`src/verilog/rlv_defs.svh`:
```
/*
 * offsets, field positions, reset values and timing counts of the
 * wakeup timer and undervoltage control bank.
 * assumes inclusion by bare name; definitions only.
 */
`ifndef RLV_DEFS_SVH
`define RLV_DEFS_SVH

// register byte offsets on apb
`define RLV_OFF_WAKE        12'h000
`define RLV_OFF_UVLT        12'h004
`define RLV_OFF_IRQ_STATUS  12'h008
`define RLV_OFF_IRQ_MASK    12'h00c

// wakeup control fields
`define RLV_WK_FLAG_BIT     7
`define RLV_WK_ACK_BIT      6
`define RLV_WK_CLKS_BIT     5
`define RLV_WK_IE_BIT       4
`define RLV_WK_RESET        8'h00

// undervoltage control fields
`define RLV_UV_FLAG_BIT     7
`define RLV_UV_ACK_BIT      6
`define RLV_UV_IE_BIT       5
`define RLV_UV_RE_BIT       4
`define RLV_UV_SE_BIT       3
`define RLV_UV_DE_BIT       2
`define RLV_UV_RESET        8'h1c

// interrupt status bits
`define RLV_IRQ_WAKE_BIT    0
`define RLV_IRQ_UVLT_BIT    1

// internal base tick: 1.15 ms at 50 MHz, 20 ns clock period
`define RLV_TRTI_NS         1150000
`define RLV_CLK_NS          20
`define RLV_TRTI_CYCLES     (`RLV_TRTI_NS / `RLV_CLK_NS)
// base period count for code 000 is 8 ticks (9.2 ms)
`define RLV_INT_BASE_TICKS  8

`endif

```
`src/verilog/rlv_pkg.sv`:
```
/*
 * types shared by the wakeup and undervoltage control bank.
 * assumes rlv_defs.svh is on the include path.
 */
package rlv_pkg;
    typedef logic [7:0]  rlv_byte_t;
    typedef logic [15:0] rlv_count_t;
    typedef logic [2:0]  rlv_period_t;
endpackage

```
`src/verilog/rlv_if.sv`:
```
/*
 * interface between the register bank and its wakeup divider.
 * assumes one clock domain, pclk.
 */
`timescale 1ns/1ps
interface rlv_if;
    logic              clk_sel;
    rlv_pkg::rlv_period_t period;
    logic              ext_tick;
    logic              timeout;
    modport bank (output clk_sel, output period, output ext_tick, input timeout);
    modport timer (input clk_sel, input period, input ext_tick, output timeout);
endinterface

```
`src/verilog/rlv_wake_timer.sv`:
```
/*
 * periodic wakeup divider: counts internal base ticks or synchronised
 * external clock edges and pulses timeout once per period.
 * assumes ext_tick is already a one-cycle pulse on pclk.
 */
`timescale 1ns/1ps
`include "rlv_defs.svh"
module rlv_wake_timer (
    input wire logic pclk,
    input wire logic presetn,
    rlv_if.timer     tif
);
    import rlv_pkg::*;

    typedef struct packed {
        logic [16:0] pre;
        logic [15:0] cnt;
        logic        timeout;
        logic [3:0]  cfg;
    } rlv_tmr_s;

    localparam logic [16:0] PRE_LAST = 17'(`RLV_TRTI_CYCLES - 1);

    rlv_tmr_s st;
    rlv_tmr_s next_st;
    logic     tick;
    logic [15:0] limit;

    // terminal count per code, counted in ticks
    always_comb begin
        limit = 16'h0000;
        if (!tif.clk_sel) begin
            limit = 16'(`RLV_INT_BASE_TICKS << tif.period) - 16'h0001;
        end else begin
            unique case (tif.period)
                3'h1:    limit = 16'h00ff;
                3'h2:    limit = 16'h03ff;
                3'h3:    limit = 16'h07ff;
                3'h4:    limit = 16'h0fff;
                3'h5:    limit = 16'h1fff;
                3'h6:    limit = 16'h3fff;
                3'h7:    limit = 16'h7fff;
                default: limit = 16'h0000;
            endcase
        end
    end

    // prescaler, period counter; a config change restarts the period
    always_comb begin
        next_st = st;
        next_st.timeout = 1'b0;
        next_st.cfg = {tif.clk_sel, tif.period};
        tick = 1'b0;
        if (!tif.clk_sel) begin
            if (st.pre == PRE_LAST) begin
                next_st.pre = 17'h00000;
                tick = 1'b1;
            end else begin
                next_st.pre = st.pre + 17'h00001;
            end
        end else begin
            next_st.pre = 17'h00000;
            tick = tif.ext_tick;
        end
        if (st.cfg != {tif.clk_sel, tif.period}) begin
            next_st.cnt = 16'h0000;
            next_st.pre = 17'h00000;
        end else if (tif.clk_sel && tif.period == 3'h0) begin
            next_st.cnt = 16'h0000; // stopped, no timeouts
        end else if (tick) begin
            if (st.cnt == limit) begin
                next_st.cnt = 16'h0000; // restart each period
                next_st.timeout = 1'b1;
            end else begin
                next_st.cnt = st.cnt + 16'h0001;
            end
        end
    end

    always_ff @(posedge pclk or negedge presetn) begin
        if (!presetn) begin
            st <= '0;
        end else begin
            st <= next_st;
        end
    end

    assign tif.timeout = st.timeout;

    a_ext_stop: assert property (@(posedge pclk) disable iff (!presetn)
        (tif.clk_sel && tif.period == 3'h0) |=> !tif.timeout)
        else $error("timeout while external timer stopped");
    a_ext_256: assert property (@(posedge pclk) disable iff (!presetn)
        (st.cnt == 16'h00ff && tif.clk_sel && tif.period == 3'h1 && tif.ext_tick
         && st.cfg == {tif.clk_sel, tif.period}) |=> tif.timeout && st.cnt == 16'h0000)
        else $error("external 256 period wrong");
    a_int_base: assert property (@(posedge pclk) disable iff (!presetn)
        (!tif.clk_sel && tif.period == 3'h0) |-> limit == 16'h0007)
        else $error("internal base period wrong");
    a_restart_cnt: assert property (@(posedge pclk) disable iff (!presetn)
        tif.timeout |-> st.cnt == 16'h0000)
        else $error("counter not restarted");
endmodule

```
`src/verilog/rlv_bank.sv`:
```
/*
 * wakeup timer and undervoltage status/control bank on apb.
 * assumes ext_clk and undervoltage come from pins and are
 * asynchronous; stop_mode is from logic on pclk.
 */
// Chosen here: the register offsets and the APB interface to the registers.
`timescale 1ns/1ps
`include "rlv_defs.svh"
module rlv_bank (
    input  wire logic         pclk,
    input  wire logic         presetn,
    input  wire logic         psel,
    input  wire logic         penable,
    input  wire logic         pwrite,
    input  wire logic [11:0]  paddr,
    input  wire logic [31:0]  pwdata,
    input  wire logic [3:0]   pstrb,
    output logic [31:0]       prdata,
    output logic              pready,
    output logic              pslverr,
    input  wire logic         ext_clk,
    input  wire logic         undervoltage,
    input  wire logic         stop_mode,
    output logic              wakeup_irq,
    output logic              undervoltage_irq,
    output logic              undervoltage_reset,
    output logic              irq
);
    import rlv_pkg::*;

    // notes for the next owner:
    // - pready is tied high; every access ends in one access cycle
    // - only byte lane 0 carries register bits, other lanes are ignored
    // - ext_clk must stay below pclk/4, else edges are lost in the sync
    // - undervoltage is a level; the flag re-sets while the input stays
    //   high, so an ack only sticks once the input has fallen
    // - the write-once lock follows any first write, whatever its value,
    //   so boot code should write the wanted value even if it is reset
    // - stop_mode is taken as a same-clock level, not synchronised
    // - an event in the same cycle as its clear wins, the flag stays set
    // - the undervoltage flag is forced clear while detect enable is off
    // - the summary irq is separate from the two per-source requests
    // - unmapped offsets answer with pslverr and read as zero
    // - internal periods are long; the divider restarts on any change
    //   of clock select or period, so a rewrite of the same value is free

    // state of the bank, except the wakeup divider, in one word
    // ext_sync/uv_sync: two-stage synchronisers for the pin inputs
    // ext_prev: last synchronised level, for the rising-edge detect
    // wakeup_*: fields of the wakeup control register
    // undervoltage_*: fields of the undervoltage control register
    // once_done: set by the first undervoltage write, locks bits 4..2
    // irq_status/irq_mask: summary interrupt, sticky and masked
    // rdata/slverr: read data and error taken in the setup cycle
    typedef struct packed {
        logic [1:0]  ext_sync;
        logic        ext_prev;
        logic [1:0]  uv_sync;
        logic        wakeup_timeout_flag;
        logic        wakeup_clock_select;
        logic        wakeup_interrupt_enable;
        rlv_period_t wakeup_period_select;
        logic        undervoltage_flag;
        logic        undervoltage_interrupt_enable;
        logic        undervoltage_reset_enable;
        logic        undervoltage_stop_enable;
        logic        undervoltage_detect_enable;
        logic        once_done;
        logic [1:0]  irq_status;
        logic [1:0]  irq_mask;
        logic [31:0] rdata;
        logic        slverr;
    } rlv_bank_s;

    // reset image of the undervoltage register, split per bit below
    localparam rlv_byte_t UV_RST = `RLV_UV_RESET;

    rlv_bank_s st;
    rlv_bank_s next_st;
    rlv_if     tif ();

    logic      wr_en;
    logic      rd_en;
    logic      hit;
    logic      uv_active;
    logic      uv_event;
    rlv_byte_t wake_rd;
    rlv_byte_t uvlt_rd;

    rlv_wake_timer u_timer (
        .pclk    (pclk),
        .presetn (presetn),
        .tif     (tif)
    );

    // timer sees registered config and a synchronised rising edge
    assign tif.clk_sel  = st.wakeup_clock_select;
    assign tif.period   = st.wakeup_period_select;
    assign tif.ext_tick = st.ext_sync[1] & ~st.ext_prev;

    // zero wait state slave, access phase completes at once
    // read data are taken in the setup cycle so prdata is settled
    // through the access cycle, at the edge where the master samples it
    assign wr_en = psel & penable & pwrite;
    assign rd_en = psel & ~penable & ~pwrite;
    assign hit   = (paddr == `RLV_OFF_WAKE) || (paddr == `RLV_OFF_UVLT) ||
                   (paddr == `RLV_OFF_IRQ_STATUS) || (paddr == `RLV_OFF_IRQ_MASK);

    // detection off in stop unless stop enable kept it alive;
    // stop_mode is same-clock logic, so it is used without a sync
    assign uv_active = st.undervoltage_detect_enable &
                       (~stop_mode | st.undervoltage_stop_enable);
    assign uv_event  = uv_active & st.uv_sync[1];

    // ack bits read zero, unimplemented bits read zero
    assign wake_rd = {st.wakeup_timeout_flag, 1'b0, st.wakeup_clock_select,
                      st.wakeup_interrupt_enable, 1'b0,
                      st.wakeup_period_select};
    assign uvlt_rd = {st.undervoltage_flag, 1'b0, st.undervoltage_interrupt_enable,
                      st.undervoltage_reset_enable, st.undervoltage_stop_enable,
                      st.undervoltage_detect_enable, 2'b00};

    // register, flag and read-path next state
    always_comb begin
        next_st = st;
        next_st.ext_sync = {st.ext_sync[0], ext_clk};
        next_st.ext_prev = st.ext_sync[1];
        next_st.uv_sync  = {st.uv_sync[0], undervoltage};
        next_st.slverr   = 1'b0;
        // writes land at the access edge; only byte lane 0 holds bits,
        // so a write with pstrb[0] low changes nothing at all
        if (wr_en && pstrb[0]) begin
            if (paddr == `RLV_OFF_WAKE) begin
                if (pwdata[`RLV_WK_ACK_BIT]) begin
                    next_st.wakeup_timeout_flag = 1'b0;
                end
                next_st.wakeup_clock_select     = pwdata[`RLV_WK_CLKS_BIT];
                next_st.wakeup_interrupt_enable = pwdata[`RLV_WK_IE_BIT];
                next_st.wakeup_period_select    = pwdata[2:0];
            end
            if (paddr == `RLV_OFF_UVLT) begin
                if (pwdata[`RLV_UV_ACK_BIT]) begin
                    next_st.undervoltage_flag = 1'b0;
                end
                next_st.undervoltage_interrupt_enable = pwdata[`RLV_UV_IE_BIT];
                if (!st.once_done) begin
                    next_st.undervoltage_reset_enable  = pwdata[`RLV_UV_RE_BIT];
                    next_st.undervoltage_stop_enable   = pwdata[`RLV_UV_SE_BIT];
                    next_st.undervoltage_detect_enable = pwdata[`RLV_UV_DE_BIT];
                    next_st.once_done = 1'b1;
                end
            end
            if (paddr == `RLV_OFF_IRQ_STATUS) begin
                next_st.irq_status = st.irq_status & ~pwdata[1:0];
            end
            if (paddr == `RLV_OFF_IRQ_MASK) begin
                next_st.irq_mask = pwdata[1:0];
            end
        end
        // events set after clears so a same-cycle set wins
        if (tif.timeout) begin
            next_st.wakeup_timeout_flag = 1'b1;
            next_st.irq_status[`RLV_IRQ_WAKE_BIT] = 1'b1;
        end
        if (uv_event) begin
            next_st.undervoltage_flag = 1'b1;
            next_st.irq_status[`RLV_IRQ_UVLT_BIT] = 1'b1;
        end
        if (!st.undervoltage_detect_enable) begin
            next_st.undervoltage_flag = 1'b0;
        end
        // read data captured in setup, held through access;
        // a write setup leaves the last read data standing
        if (rd_en) begin
            unique case (paddr)
                `RLV_OFF_WAKE:       next_st.rdata = {24'h000000, wake_rd};
                `RLV_OFF_UVLT:       next_st.rdata = {24'h000000, uvlt_rd};
                `RLV_OFF_IRQ_STATUS: next_st.rdata = {30'h00000000, st.irq_status};
                `RLV_OFF_IRQ_MASK:   next_st.rdata = {30'h00000000, st.irq_mask};
                default:             next_st.rdata = 32'h00000000;
            endcase
        end
        if (psel && !penable && !hit) begin
            next_st.slverr = 1'b1;
        end
    end

    always_ff @(posedge pclk or negedge presetn) begin
        if (!presetn) begin
            st <= '0;
            st.undervoltage_reset_enable  <= UV_RST[`RLV_UV_RE_BIT];
            st.undervoltage_stop_enable   <= UV_RST[`RLV_UV_SE_BIT];
            st.undervoltage_detect_enable <= UV_RST[`RLV_UV_DE_BIT];
        end else begin
            st <= next_st;
        end
    end

    assign prdata  = st.rdata;
    assign pready  = 1'b1;
    assign pslverr = st.slverr & psel & penable;

    // request and reset outputs
    // all four requests are levels straight from flops and enables;
    // each drops when its flag is cleared (ack bit for the per-source requests, status w1c for irq)
    // or when its enable or mask bit is cleared
    // the reset request is not registered again: whoever resets the
    // device must also reset this bank, or the request would hold
    assign wakeup_irq = st.wakeup_timeout_flag & st.wakeup_interrupt_enable;
    assign undervoltage_irq = st.undervoltage_flag &
                              st.undervoltage_interrupt_enable;
    assign undervoltage_reset = st.undervoltage_flag & st.undervoltage_reset_enable &
                                st.undervoltage_detect_enable;
    assign irq = |(st.irq_status & st.irq_mask);

    a_wake_set: assert property (@(posedge pclk) disable iff (!presetn)
        tif.timeout |=> st.wakeup_timeout_flag)
        else $error("timeout did not set flag");
    a_wake_ack: assert property (@(posedge pclk) disable iff (!presetn)
        (wr_en && pstrb[0] && paddr == `RLV_OFF_WAKE && pwdata[6] && !tif.timeout)
        |=> !st.wakeup_timeout_flag)
        else $error("ack did not clear flag");
    a_wake_rd_zero: assert property (@(posedge pclk) disable iff (!presetn)
        wake_rd[6] == 1'b0 && wake_rd[3] == 1'b0 && prdata[31:8] == 24'h000000)
        else $error("unimplemented bits nonzero");
    a_wake_irq: assert property (@(posedge pclk) disable iff (!presetn)
        wakeup_irq == (st.wakeup_timeout_flag && st.wakeup_interrupt_enable))
        else $error("wakeup irq gating wrong");
    a_uv_set: assert property (@(posedge pclk) disable iff (!presetn)
        (uv_event && st.undervoltage_detect_enable) |=> st.undervoltage_flag)
        else $error("undervoltage not flagged");
    a_uv_ack: assert property (@(posedge pclk) disable iff (!presetn)
        (wr_en && pstrb[0] && paddr == `RLV_OFF_UVLT && pwdata[6] && !uv_event)
        |=> !st.undervoltage_flag)
        else $error("undervoltage ack failed");
    a_uv_irq: assert property (@(posedge pclk) disable iff (!presetn)
        (st.undervoltage_flag && st.undervoltage_interrupt_enable) |-> undervoltage_irq)
        else $error("undervoltage irq missing");
    a_uv_reset: assert property (@(posedge pclk) disable iff (!presetn)
        undervoltage_reset |-> (st.undervoltage_reset_enable && st.undervoltage_detect_enable))
        else $error("reset without enable");
    a_uv_stop: assert property (@(posedge pclk) disable iff (!presetn)
        (stop_mode && !st.undervoltage_stop_enable) |-> !uv_event)
        else $error("detection alive in stop");
    a_uv_master: assert property (@(posedge pclk) disable iff (!presetn)
        !st.undervoltage_detect_enable |=> !st.undervoltage_flag)
        else $error("flag while disabled");
    a_write_once: assert property (@(posedge pclk) disable iff (!presetn)
        st.once_done |=> $stable(st.undervoltage_detect_enable) &&
                         $stable(st.undervoltage_reset_enable))
        else $error("write-once bit changed");

    // further checks on flags, fields, requests, read path, error response and lock
    a_wake_sticky: assert property (@(posedge pclk) disable iff (!presetn)
        (st.wakeup_timeout_flag && !(wr_en && pstrb[0] && paddr == `RLV_OFF_WAKE
         && pwdata[`RLV_WK_ACK_BIT])) |=> st.wakeup_timeout_flag)
        else $error("wakeup flag lost without ack");

    a_wake_rd_ack: assert property (@(posedge pclk) disable iff (!presetn)
        (rd_en && paddr == `RLV_OFF_WAKE) |=> prdata[`RLV_WK_ACK_BIT] == 1'b0)
        else $error("wakeup ack bit read back");

    a_clk_sel_wr: assert property (@(posedge pclk) disable iff (!presetn)
        (wr_en && pstrb[0] && paddr == `RLV_OFF_WAKE)
        |=> tif.clk_sel == $past(pwdata[`RLV_WK_CLKS_BIT]))
        else $error("clock select not written");

    a_wake_irq_off: assert property (@(posedge pclk) disable iff (!presetn)
        !st.wakeup_interrupt_enable |-> !wakeup_irq)
        else $error("wakeup irq while disabled");

    a_period_wr: assert property (@(posedge pclk) disable iff (!presetn)
        (wr_en && pstrb[0] && paddr == `RLV_OFF_WAKE)
        |=> tif.period == $past(pwdata[2:0]))
        else $error("period select not written");

    a_wake_rd_hole: assert property (@(posedge pclk) disable iff (!presetn)
        (rd_en && paddr == `RLV_OFF_WAKE) |=> prdata[3] == 1'b0)
        else $error("wakeup hole bit read back");

    a_uv_sticky: assert property (@(posedge pclk) disable iff (!presetn)
        (st.undervoltage_flag && st.undervoltage_detect_enable && !(wr_en && pstrb[0]
         && paddr == `RLV_OFF_UVLT && pwdata[`RLV_UV_ACK_BIT])) |=> st.undervoltage_flag)
        else $error("undervoltage flag lost without ack");

    a_uv_rd_ack: assert property (@(posedge pclk) disable iff (!presetn)
        (rd_en && paddr == `RLV_OFF_UVLT)
        |=> prdata[`RLV_UV_ACK_BIT] == 1'b0 && prdata[1:0] == 2'b00)
        else $error("undervoltage ack bit read back");

    a_uv_irq_off: assert property (@(posedge pclk) disable iff (!presetn)
        !st.undervoltage_interrupt_enable |-> !undervoltage_irq)
        else $error("undervoltage irq while disabled");

    a_uv_reset_on: assert property (@(posedge pclk) disable iff (!presetn)
        (st.undervoltage_flag && st.undervoltage_reset_enable
         && st.undervoltage_detect_enable) |-> undervoltage_reset)
        else $error("undervoltage reset missing");

    a_uv_off_quiet: assert property (@(posedge pclk) disable iff (!presetn)
        !st.undervoltage_detect_enable |-> !uv_event && !undervoltage_reset)
        else $error("detect logic active while off");

    a_lock_stop: assert property (@(posedge pclk) disable iff (!presetn)
        st.once_done |=> $stable(st.undervoltage_stop_enable))
        else $error("locked stop enable changed");

    a_lock_set: assert property (@(posedge pclk) disable iff (!presetn)
        (wr_en && pstrb[0] && paddr == `RLV_OFF_UVLT) |=> st.once_done)
        else $error("first write did not lock");

    a_err_unmapped: assert property (@(posedge pclk) disable iff (!presetn)
        (psel && penable && !hit) |-> pslverr)
        else $error("no error on unmapped access");
endmodule

```
`config.mk`:
```
export PLATFORM = sky130hd
export DESIGN_NAME = rlv_bank
export DESIGN_NICKNAME = d
export VERILOG_FILES = /design/src/verilog/rlv_pkg.sv /design/src/verilog/rlv_if.sv /design/src/verilog/rlv_wake_timer.sv /design/src/verilog/rlv_bank.sv
export VERILOG_INCLUDE_DIRS = /design/src /design/src/verilog
export SDC_FILE = /design/constraint.sdc
export NUM_CORES = 1
export LEC_CHECK = 0
export ABC_AREA = 1
export BUFFER_PORTS_ARGS = -buffer_cell sky130_fd_sc_hd__buf_4
export CAP_MARGIN = 20
export CORE_AREA = 2 2 99 101
export DETAILED_ROUTE_END_ITERATION = 7
export DIE_AREA = 0 0 101 103
export PLACE_DENSITY = 0.68
export SLEW_MARGIN = 10
export SYNTH_ARGS = -nofsm -noshare
export SYNTH_HDL_FRONTEND = slang
export SYNTH_SLANG_ARGS = --single-unit
```
`constraint.sdc`:
```
create_clock -name pclk -period 3.47 [get_ports pclk]
set_clock_uncertainty 0.05 [all_clocks]
set_input_delay 0.5205 -clock pclk [delete_from_list [all_inputs] [get_ports pclk]]
set_output_delay 0.5205 -clock pclk [all_outputs]
set_load 0.005 [all_outputs]
```
-- Word level (Yosys, flattened, before mapping)
Cells that the tools add are included.
- register bits after elaboration: 92
- bits of input ports: 56
- output and inout port bits: 38
- logic and storage cells: 119
- add/subtract/negate cells: 3
- equal/unequal tests: 16
- shift-type cells: 1
- muxes and demuxes: 28
- bitwise operators: 22
- reductions and logical operators: 27
- operators by type and width (cell ; number):
    $pmux 15 s7 ; 1
    $mux 16 ; 5
    $mux 17 ; 4
    $pmux 8 s4 ; 1
    $eq 12x4->1 const B ; 2
    $add 17x1->17 const B ; 1
    $eq 17x16->1 const B ; 1
    $add 16x1->16 const B ; 1
    $eq 16x16->1 ; 1
    $shl 4x3->16 const A ; 1
    $sub 16x1->16 const B ; 1
    $and 1x1->1 ; 13
    $eq 12x3->1 const B ; 1
    $eq 3x3->1 const B ; 4
    $logic_not 12->1 ; 1
    $mux 1 ; 12
    $mux 6 ; 2
    $reduce_bool 2->1 ; 6
    $reduce_and 2->1 ; 5
    $reduce_and 3->1 ; 3
    $eq 3x2->1 const B ; 2
    $ne 3x1->1 const B ; 2
    $not 1->1 ; 5
    $and 2x2->2 ; 2
    other kinds (13) ; 20

-- Logic depth before layout (Yosys ltp)
Gate-level depths: netlist of the first run.
- word-level depth: 8
- mapped depth: 13
- gate-level depth less buffers: 11

-- Hierarchy
A second synthesis of the first run with hierarchy kept.
- cells, all modules: 550
- area total of the unflattened synthesis: 3996.3 µm²
- by module, submodules not included (module ; instances ; cells each ; area an instance (µm²) ; seq. area each (µm²)):
    rlv_wake_timer ; 1 ; 344 ; 2344.7 ; 950.9
    rlv_bank ; 1 ; 206 ; 1651.6 ; 729.4

-- Worst setup path before layout of the first run
No wires, ideal clock.
- kind: input -> register
- start: in paddr[1]
- end: reg st[46] (netlist name)
- setup time: 0.126 ns
- data arrival time: 1.507 ns
- data required time: 3.294 ns
- path slack: 1.787 ns
- cell stages on the path: 7
- path buffers: 1
- cells stage by stage: nor2_1 inv_1 nor3_1 nand3_1 buf_2 nand2_1 o21ai_0
- cells in the longest elaborated chain, start to end: 2
- RTL lines (element ; RTL line ; RTL):
    from (decl) ; rlv_bank.sv:15 ; input wire logic [11:0] paddr,
    $logic_not 12->1 ; -- ;
    $reduce_and 2->1 (no line) ; -- ;
    to (signal assigned) ; rlv_bank.sv:195 ; st <= next_st;
    to (decl) ; rlv_bank.sv:78 ; rlv_bank_s st;
Every way passes these cells.
A chain may end at the register's enable or synchronous reset.

-- Worst setup path in the final report of the first run
- start: reg st, in the netlist tif.clk_sel
- end: reg u_timer.st[10] (netlist name)
- cells in the longest elaborated chain, start to end: 6
- elaborated cells between the ends (all ways): 10
- classes of those cells: eq/ne (2); mux (6); reduce/logical (2)
- RTL lines (element ; RTL line ; RTL):
    $mux 16 ; rlv_wake_timer.sv:32 ; if (!tif.clk_sel) begin
    $eq 16x16->1 ; rlv_wake_timer.sv:71 ; if (st.cnt == limit) begin
    $mux 16 ; rlv_wake_timer.sv:71 ;
    $mux 17 ; rlv_wake_timer.sv:70 ; end else if (tick) begin
    $mux 16 ; rlv_wake_timer.sv:68 ; end else if (tif.clk_sel && tif.period == 3'h0) begin
    $mux 16 ; rlv_wake_timer.sv:65 ; if (st.cfg != {tif.clk_sel, tif.period}) begin
    to (signal assigned) ; rlv_wake_timer.sv:84 ; st <= next_st;
    to (decl) ; rlv_wake_timer.sv:24 ; rlv_tmr_s st;
Parallel ways exist; a longest one is shown, timed or not. The select of a mux whose other input is x is not followed.

==> implementation parameters, run 1 <==
Parameter                              Value

Synth
  Warnings, synthesis    0
  Number of enable-type register cells in the synthesized netlist    0
  Count of mapped cells out of synthesis    542
  Flop and latch count out of synthesis    67
  Count of unique library cells instantiated by Yosys    41
  Async set-or-reset flop fraction in the synthesized netlist    between 90% and 100%
  Seq/Total Area, Yosys    roughly 40%
  Area of the mapped netlist    4120 um^2
  Top flip-flop cell by instance count after synthesis    sky130_fd_sc_hd__dfrtp_1
  Avg Inst Size Synth    7.61 um^2

Timing
  Final-layout worst hold slack    215 ps
  Count of final max-slew check failures    0
  Hold Violations, Final    0
  Highest attainable clock frequency    between 0.5 and 0.6 GHz
  TNS Setup    0 ps
  Worst-margin pin slew    835 ps
  Final period utilization    a little under three fifths
  Final setup violation count    0
  Min Tclk post-route    roughly 2000 ps
  Unrepaired setup endpoints after global routing    no
  Worst slew margin    44.3%

Floorplanning
  Row Count    36
  Initial core utilization    about 44%
  IO Count    94
  Die extent in y    103 um
  Die footprint    approximately 10000 um^2
  Overall die width    between 100 and 150 um
  Area of the core region    between 9000 and 10000 um^2

Route
  DRC violations left    0
  Vias per cell    about 5
  Per-cell routed wire length    roughly 13 um
  Routed wire length    8.67 mm
  DRT Pass-1 Iters    4
  DR iter-0 viols    194
  Number of vias after detailed routing    about 3400
  Post-DRT Antenna Nets    0

Layout
  Synth-to-Final Area Change    10.7%
  Leading cell type in the layout, fill and taps excluded    sky130_fd_sc_hd__nand2_1
  Fraction of final layout cells sized beyond drive strength 1    14.7%
  Antenna fix cells    0
  Number of nets at the end of the flow    approximately 630
  Most frequent cells in the layout    sky130_fd_sc_hd__nand2_1, sky130_fd_sc_hd__nand3_1, sky130_fd_sc_hd__dfrtp_1
  Finished layout cell area    4560 um^2
  Final standard cell count with taps included and fillers excluded    692

Placement
  Instance count after placement with tap cells included    about 680
  Final Wtd Congestion    0.915
  IO Port Bufs    39
  Placed inst area    between 4000 and 5000 um^2
  HPWL after DPL    ~6.3 mm

Pwr
  Worst VDD drop    approximately 0.25 mV
  Cell Pwr Density    between 400 and 500 nW/um^2
  Static leakage    roughly 2.4 nW
  Sum of internal, switching and leakage power    0.00186 W

Status
  Run status    completed

Clock tree
  Cell at the root of the clock tree    sky130_fd_sc_hd__clkbuf_8
  Clock transition at the registers of the reported paths    around 80 ps
  Maximum count of clock buffers along a single path    2
  CTS HTree Levels    3
  Cts repair resizes    0
  # clock sinks    67
  Clock tree from TritonCTS    built
  Clock Latency Late Sink    between 300 and 400 ps
  Setup fix buffers added after clock tree synthesis    0
  Hold-fix buffers, CTS    0
  Total CTS buffers    9

Critical path
  Kind of start point of the critical path    flop
  Critical path endpoint category    flop
  Biggest fanout along the worst timing path    17
  Type of the setup path with the least slack    flop to flop
  Critical Path RT    3650 ps
  Data arrival time at the worst-slack endpoint    between 2000 and 2500 ps

Global route
  Largest net degree at the start of global routing    68
  Wire length of the first global-routing pass    about 15 mm
  Global router's overall resource usage    between 10% and 20%
  Overall overflow remaining after global route    0
  Initial antenna violation count    0
  Via count of the first global-routing pass    roughly 3300

Hold path
  Type of the tightest min-delay check    primary input to asynchronous set/reset pin

Job
  Number of maximum-capacitance constraint violations    0
cell usage after synthesis, types with 2 or more instances:
master	number	area [um^2]
sky130_fd_sc_hd__nand4_1	13	81.3
sky130_fd_sc_hd__nor2_1	43	161
sky130_fd_sc_hd__dfstp_2	3	78.8
sky130_fd_sc_hd__nor2_4	3	33.8
sky130_fd_sc_hd__buf_6	4	45.0
sky130_fd_sc_hd__o211ai_1	2	15.0
sky130_fd_sc_hd__ha_1	2	25.0
sky130_fd_sc_hd__a21oi_1	11	55.1
sky130_fd_sc_hd__buf_4	36	270
sky130_fd_sc_hd__nand3_1	64	320
sky130_fd_sc_hd__inv_2	4	15.0
sky130_fd_sc_hd__nor3_2	3	30.0
sky130_fd_sc_hd__nor2_2	3	18.8
sky130_fd_sc_hd__o21ai_0	18	90.1
sky130_fd_sc_hd__conb_1	2	7.51
sky130_fd_sc_hd__nand2_4	3	33.8
sky130_fd_sc_hd__inv_1	59	221
sky130_fd_sc_hd__and3_1	2	12.5
sky130_fd_sc_hd__nor4_1	2	12.5
sky130_fd_sc_hd__nand2_2	2	12.5
sky130_fd_sc_hd__clkbuf_1	2	7.51
sky130_fd_sc_hd__or2_0	2	12.5
sky130_fd_sc_hd__xor2_1	19	166
sky130_fd_sc_hd__nor3_1	19	95.1
sky130_fd_sc_hd__nand2_1	137	514
sky130_fd_sc_hd__nand3_2	4	40.0
sky130_fd_sc_hd__o31ai_1	3	22.5
sky130_fd_sc_hd__dfrtp_1	64	1600
state kept, by name, summed over array words and instances (netlist names):
name / count
next_st: 3
tif.clk_sel: 1
prdata: 7
u_timer.st: 37
u_timer.tif.timeout: 1
st: 15
tif.period: 3
logic make-up (layout without fill, tap and decap cells):
kind of cell	count (synthesis)	in the layout	share of synthesized area (%)
AOI/OAI and AO/OA	38	38	5.25
xor gates and xnor gates	20	20	4.25
adders and majority gates	2	2	0.607
buffers and inverters	107	119	13.8
DFF	67	67	40.7
other	2	26	0.182
and+or+nand+nor	306	306	35.1
critical path: stages (launching register included):
cell                      delay [ps]
sky130_fd_sc_hd__dfrtp_1         670
sky130_fd_sc_hd__nand2_4         150
sky130_fd_sc_hd__nor2_2          170
sky130_fd_sc_hd__xor2_1          160
sky130_fd_sc_hd__nand2_1          90
sky130_fd_sc_hd__nor2_2          150
sky130_fd_sc_hd__nand3_4         230
sky130_fd_sc_hd__nand3_1         130
sky130_fd_sc_hd__nand2_1          60
where the power goes:
| group | internal [W] | switching [W] |
|---|---|---|
| combinational | 0.0000790 | 0.000116 |
| sequential | 0.000825 | 0.0000418 |
| clock | 0.000480 | 0.000321 |
through the flow:
stage | setup WS, ps | utilization (%)
2_1_floorplan | 1790 | -
3_3_place_gp | 1300 | 45.7
3_5_place_dp | 1230 | 45.7
4_1_cts | 1480 | 48.3
5_1_grt | 1300 | 48.3
6_report | 1480 | 48.3
layer usage:
layer | GRT usage (%) | wire length, um | vias to the layer above
met5 | 0 | 0 | -
met4 | 6.44 | 95 | 0
met3 | 3.93 | 335 | 7
met2 | 30.7 | 4220 | 65
met1 | 23.3 | 4010 | 1628
li1 | - | - | 1744
layout make-up:
cell class	instances	area, um^2
multi-input cells	392	1960
clock inverters	6	115
clock buffers	10	128
repair buffers	39	293
flip-flops and latches	67	1680
well taps	114	143
inverters	64	243
fillers	923	4890
path summary, 6_finish.rpt:
check | slack [ps] | to | startpoint | cells after the start
max in group asynchronous | 2600 | u_timer.st[8] | presetn | 1
worst max-delay path | 1480 | u_timer.st[10] | tif.clk_sel | 8
worst min register to register | 300 | next_st[51] | next_st[53] | 0
worst min-delay path | 210 | u_timer.st[27] | presetn | 1
worst max register to register | 1480 | u_timer.st[10] | tif.clk_sel | 8
min in group pclk | 220 | next_st[50] | undervoltage | 1
(Power assumes the default switching activity.)
==> inputs of run 2 (changes only) <==
--- a/config.mk
+++ b/config.mk
@@ -6,13 +6,13 @@
 export SDC_FILE = /design/constraint.sdc
 export NUM_CORES = 1
 export LEC_CHECK = 0
-export ABC_AREA = 1
+export ABC_AREA = 0
 export BUFFER_PORTS_ARGS = -buffer_cell sky130_fd_sc_hd__buf_4
 export CAP_MARGIN = 20
-export CORE_AREA = 2 2 99 101
+export CORE_AREA = 2 2 97 99
 export DETAILED_ROUTE_END_ITERATION = 7
-export DIE_AREA = 0 0 101 103
-export PLACE_DENSITY = 0.68
+export DIE_AREA = 0 0 99 101
+export PLACE_DENSITY = 0.67
 export SLEW_MARGIN = 10
 export SYNTH_ARGS = -nofsm -noshare
 export SYNTH_HDL_FRONTEND = slang
==> constraint.sdc (replaced) <==
create_clock -name pclk -period 1.9 [get_ports pclk]
set_clock_uncertainty 0.05 [all_clocks]
set_input_delay 0.285 -clock pclk [delete_from_list [all_inputs] [get_ports pclk]]
set_output_delay 0.285 -clock pclk [all_outputs]
set_load 0.005 [all_outputs]
==> implementation parameters, run 2 <==
Parameter                              Value

Placement
  Final Wtd Congestion    0.837 (-8.5%)
  IO Port Bufs    39 (unchanged)
  HPWL after DPL    6.94 mm (+11%)
  Instance count after placement with tap cells included    619 (-8.4%)

Critical path
  Setup slack of the worst register-to-register path    -460 ps (-1940 ps)
  Biggest fanout along the worst timing path    7 (-10)
  Slowest cell on the critical path    sky130_fd_sc_hd__dfrtp_2
  Critical path endpoint category    flop
  Cell repeated most along the worst path    sky130_fd_sc_hd__buf_4
  Critical Path RT    2070 ps (-1580 ps)
  Category of cells accounting for the largest share of critical-path delay    buffers and inverters
  Biggest cell delay along the critical path    460 ps (-210 ps)
  Data arrival time at the worst-slack endpoint    2530 ps (+360 ps)
  Type of the setup path with the least slack    flop to flop
  Kind of start point of the critical path    flop
  Cell-by-cell listing of the critical path    maj3_2 -> or3_1 -> o211ai_1 -> buf_4 -> buf_4 -> buf_4 -> buf_4 -> o21ai_1 -> buf_6 -> o311ai_4 -> nand3_1
  Count of buffering cells on the critical path with inverters included    5 (+5)

Route
  Per-cell routed wire length    15.0 um (+20%)
  DRC violations left    0 (unchanged)
  DR iter-0 viols    185 (-4.6%)
  Post-DRT Antenna Nets    0 (unchanged)
  Vias per cell    5.39 (+8.3%)
  DRT Pass-1 Iters    4 (unchanged)
  Routed wire length    9.69 mm (+12%)
  Number of vias after detailed routing    3470 (+0.75%)

Floorplanning
  Row Count    35 (-2.8%)
  IO Count    94 (unchanged)
  Die footprint    10000 um^2 (-3.9%)
  Area of the core region    8980 um^2 (-5.1%)
  Die extent in y    101 um (-1.9%)
  Initial core utilization    43.7% (+0.068 points)
  Overall die width    99 um (-2.0%)

Clock tree
  Clock Latency Late Sink    350 ps (about the same)
  # clock sinks    67 (unchanged)
  Cell at the root of the clock tree    sky130_fd_sc_hd__clkbuf_8
  Clock tree from TritonCTS    built
  Total CTS buffers    9 (unchanged)
  Clock transition at the registers of the reported paths    90 ps (about the same)
  CTS HTree Levels    3 (unchanged)
  Maximum count of clock buffers along a single path    2 (unchanged)

Layout
  Top reg by flops    u_timer.st
  Final standard cell count with taps included and fillers excluded    644 (-6.9%)
  Most frequent cells in the layout    sky130_fd_sc_hd__buf_4, sky130_fd_sc_hd__dfrtp_1, sky130_fd_sc_hd__nand2_1
  Number of flip-flops under the largest register name    37 (unchanged)
  Fraction of final layout cells sized beyond drive strength 1    39.4% (+25 points)
  Number of nets at the end of the flow    586 (-7.1%)
  Leading cell type in the layout, fill and taps excluded    sky130_fd_sc_hd__buf_4
  Antenna fix cells    0 (unchanged)
  Synth-to-Final Area Change    37.1%

Timing
  Final setup violation count    18 (+18)
  Final-layout worst hold slack    116 ps (-98.9 ps)
  Hold Violations, Final    0 (unchanged)
  Final period utilization    124% (+67 points)
  Final critical-path setup slack    -463 ps (-1940 ps)
  Worst-margin pin slew    523 ps (-312 ps)
  Worst slew margin    65.1% (+21 points)
  Highest attainable clock frequency    0.423 GHz (-16%)
  Unrepaired setup endpoints after global routing    yes
  Min Tclk post-route    2360 ps (+370 ps)
  TNS Setup    -7030 ps (-7030 ps)
  Count of final max-slew check failures    0 (unchanged)

Pwr
  Static leakage    2.45 nW (+4.2%)
  Cell Pwr Density    591 nW/um^2 (+45%)
  Worst VDD drop    0.378 mV (+49%)
  Sum of internal, switching and leakage power    0.00318 W (+70%)

Hold path
  Type of the tightest min-delay check    primary input to flop

Global route
  Largest net degree at the start of global routing    42 (-38%)
  Initial antenna violation count    0 (unchanged)
  Overall overflow remaining after global route    0 (unchanged)
  Wire length of the first global-routing pass    15.9 mm (+5.4%)
  Via count of the first global-routing pass    3355 (+1.9%)
  Global router's overall resource usage    19.8% (+1.6 points)

Synth
  Avg Inst Size Synth    9.22 um^2 (+21%)
  Most common library cells after synthesis    sky130_fd_sc_hd__dfrtp_1, sky130_fd_sc_hd__nand2_1, sky130_fd_sc_hd__buf_4, sky130_fd_sc_hd__nor2_1, sky130_fd_sc_hd__nand3_1
  Seq/Total Area, Yosys    42.9% (+2.1 points)
  Warnings, synthesis    0 (unchanged)
  Most common cell in the netlist    sky130_fd_sc_hd__dfrtp_1
  Top flip-flop cell by instance count after synthesis    sky130_fd_sc_hd__dfrtp_1
  Count of mapped cells out of synthesis    425 (-22%)
  Library cell with the largest summed area after synthesis    sky130_fd_sc_hd__dfrtp_1
  Number of enable-type register cells in the synthesized netlist    0 (unchanged)
  Async set-or-reset flop fraction in the synthesized netlist    100% (unchanged)
  Most area-consuming cells after synthesis    sky130_fd_sc_hd__dfrtp_1, sky130_fd_sc_hd__buf_4, sky130_fd_sc_hd__nand2_1
  Area of the mapped netlist    3920 um^2 (-4.9%)
  Flop and latch count out of synthesis    67 (unchanged)
  Area fraction of the dominant cell type after synthesis    40.9% (+2.0 points)
  Count of unique library cells instantiated by Yosys    61 (+49%)

Job
  Number of maximum-capacitance constraint violations    0 (unchanged)

Status
  Violations in the final reports    setup timing
  Run status    complete, but fails checks
[run 2: changes by cell type after synthesis, sizes merged, moves of 7 or more]
cell    delta
nor2      -17
mux2      +12
o211ai     +8
nand3     -42
xor2       -7
inv       -58
nor3      -15
nor4       +8
o311ai    +10
nand2     -89
clkbuf    +12
xnor2      +7
[run 2: worst reg2reg max path, cell delays in order, from the launching register on]
cell and delay (ps):
sky130_fd_sc_hd__dfrtp_2 460, sky130_fd_sc_hd__maj3_2 310, sky130_fd_sc_hd__or3_1 310, sky130_fd_sc_hd__o211ai_1 130
sky130_fd_sc_hd__buf_4 160, sky130_fd_sc_hd__buf_4 90, sky130_fd_sc_hd__buf_4 90, sky130_fd_sc_hd__buf_4 90
sky130_fd_sc_hd__o21ai_1 60, sky130_fd_sc_hd__buf_6 160, sky130_fd_sc_hd__o311ai_4 220, sky130_fd_sc_hd__nand3_1 100
[run 2: power breakdown]
group	leakage, nW	switching, W	internal, W
Clock	0.102	0.000620	0.000629
Sequential	0.886	0.0000407	0.00150
Combinational	1.46	0.000190	0.000194
[run 2: cell type report]
class	count	area (um^2)
clock buffers	9	124
clock inverters	7	83.8
fillers	759	3600
inverters	6	22.5
multi-input cells	318	2290
flip-flops and latches	67	1690
well taps	111	139
repair buffers	126	1030
[run 2: repair_timing]
action,in CTS,in global routing
hold buffers,3,0
buffers inserted,4,2
hold endpoints to repair,37,0
setup endpoints to repair,34,34
resized for setup,31,26
pin swaps,14,19
[run 2: through the flow]
step	worst slack (ps)	instance area [um^2]	util (%)
after floorplan	-370	4140	-
after global placement	-456	4780	53.2
after detailed placement	-529	4780	53.2
after CTS	-409	5200	58.0
after global routing	-514	5370	59.8
final	-463	5370	59.8
[run 2: final timing paths]
path | cells after the start | to | startpoint
setup / recovery | 11 | u_timer.st[8] | tif.period[2]
hold / removal | 2 | st[39] | pwdata[3]
setup reg to reg | 11 | u_timer.st[8] | tif.period[2]
hold reg to reg | 0 | st[50] | next_st[50]
max in group asynchronous | 3 | u_timer.st[32] | presetn
min in group asynchronous | 2 | prdata[4] | presetn
[run 2: cell families after synthesis]
family / after synthesis / share of synthesized area, %
adders and majority gates: 3 / 0.926
buffers and inverters: 64 / 9.77
and+or+nand+nor: 184 / 24.5
muxes: 16 / 4.47
xor gates and xnor gates: 20 / 4.47
DFF: 67 / 42.9
AOI/OAI and AO/OA: 69 / 12.8
other: 2 / 0.192
[run 2: routing by layer]
layer	global-route usage [%]	share of wire (%)	up-vias
met3	3.12	4.1	9
li1	-	-	1679
met1	26.2	46	1692
met2	33.2	48	90
met5	0	0	-
met4	6.85	1.1	0
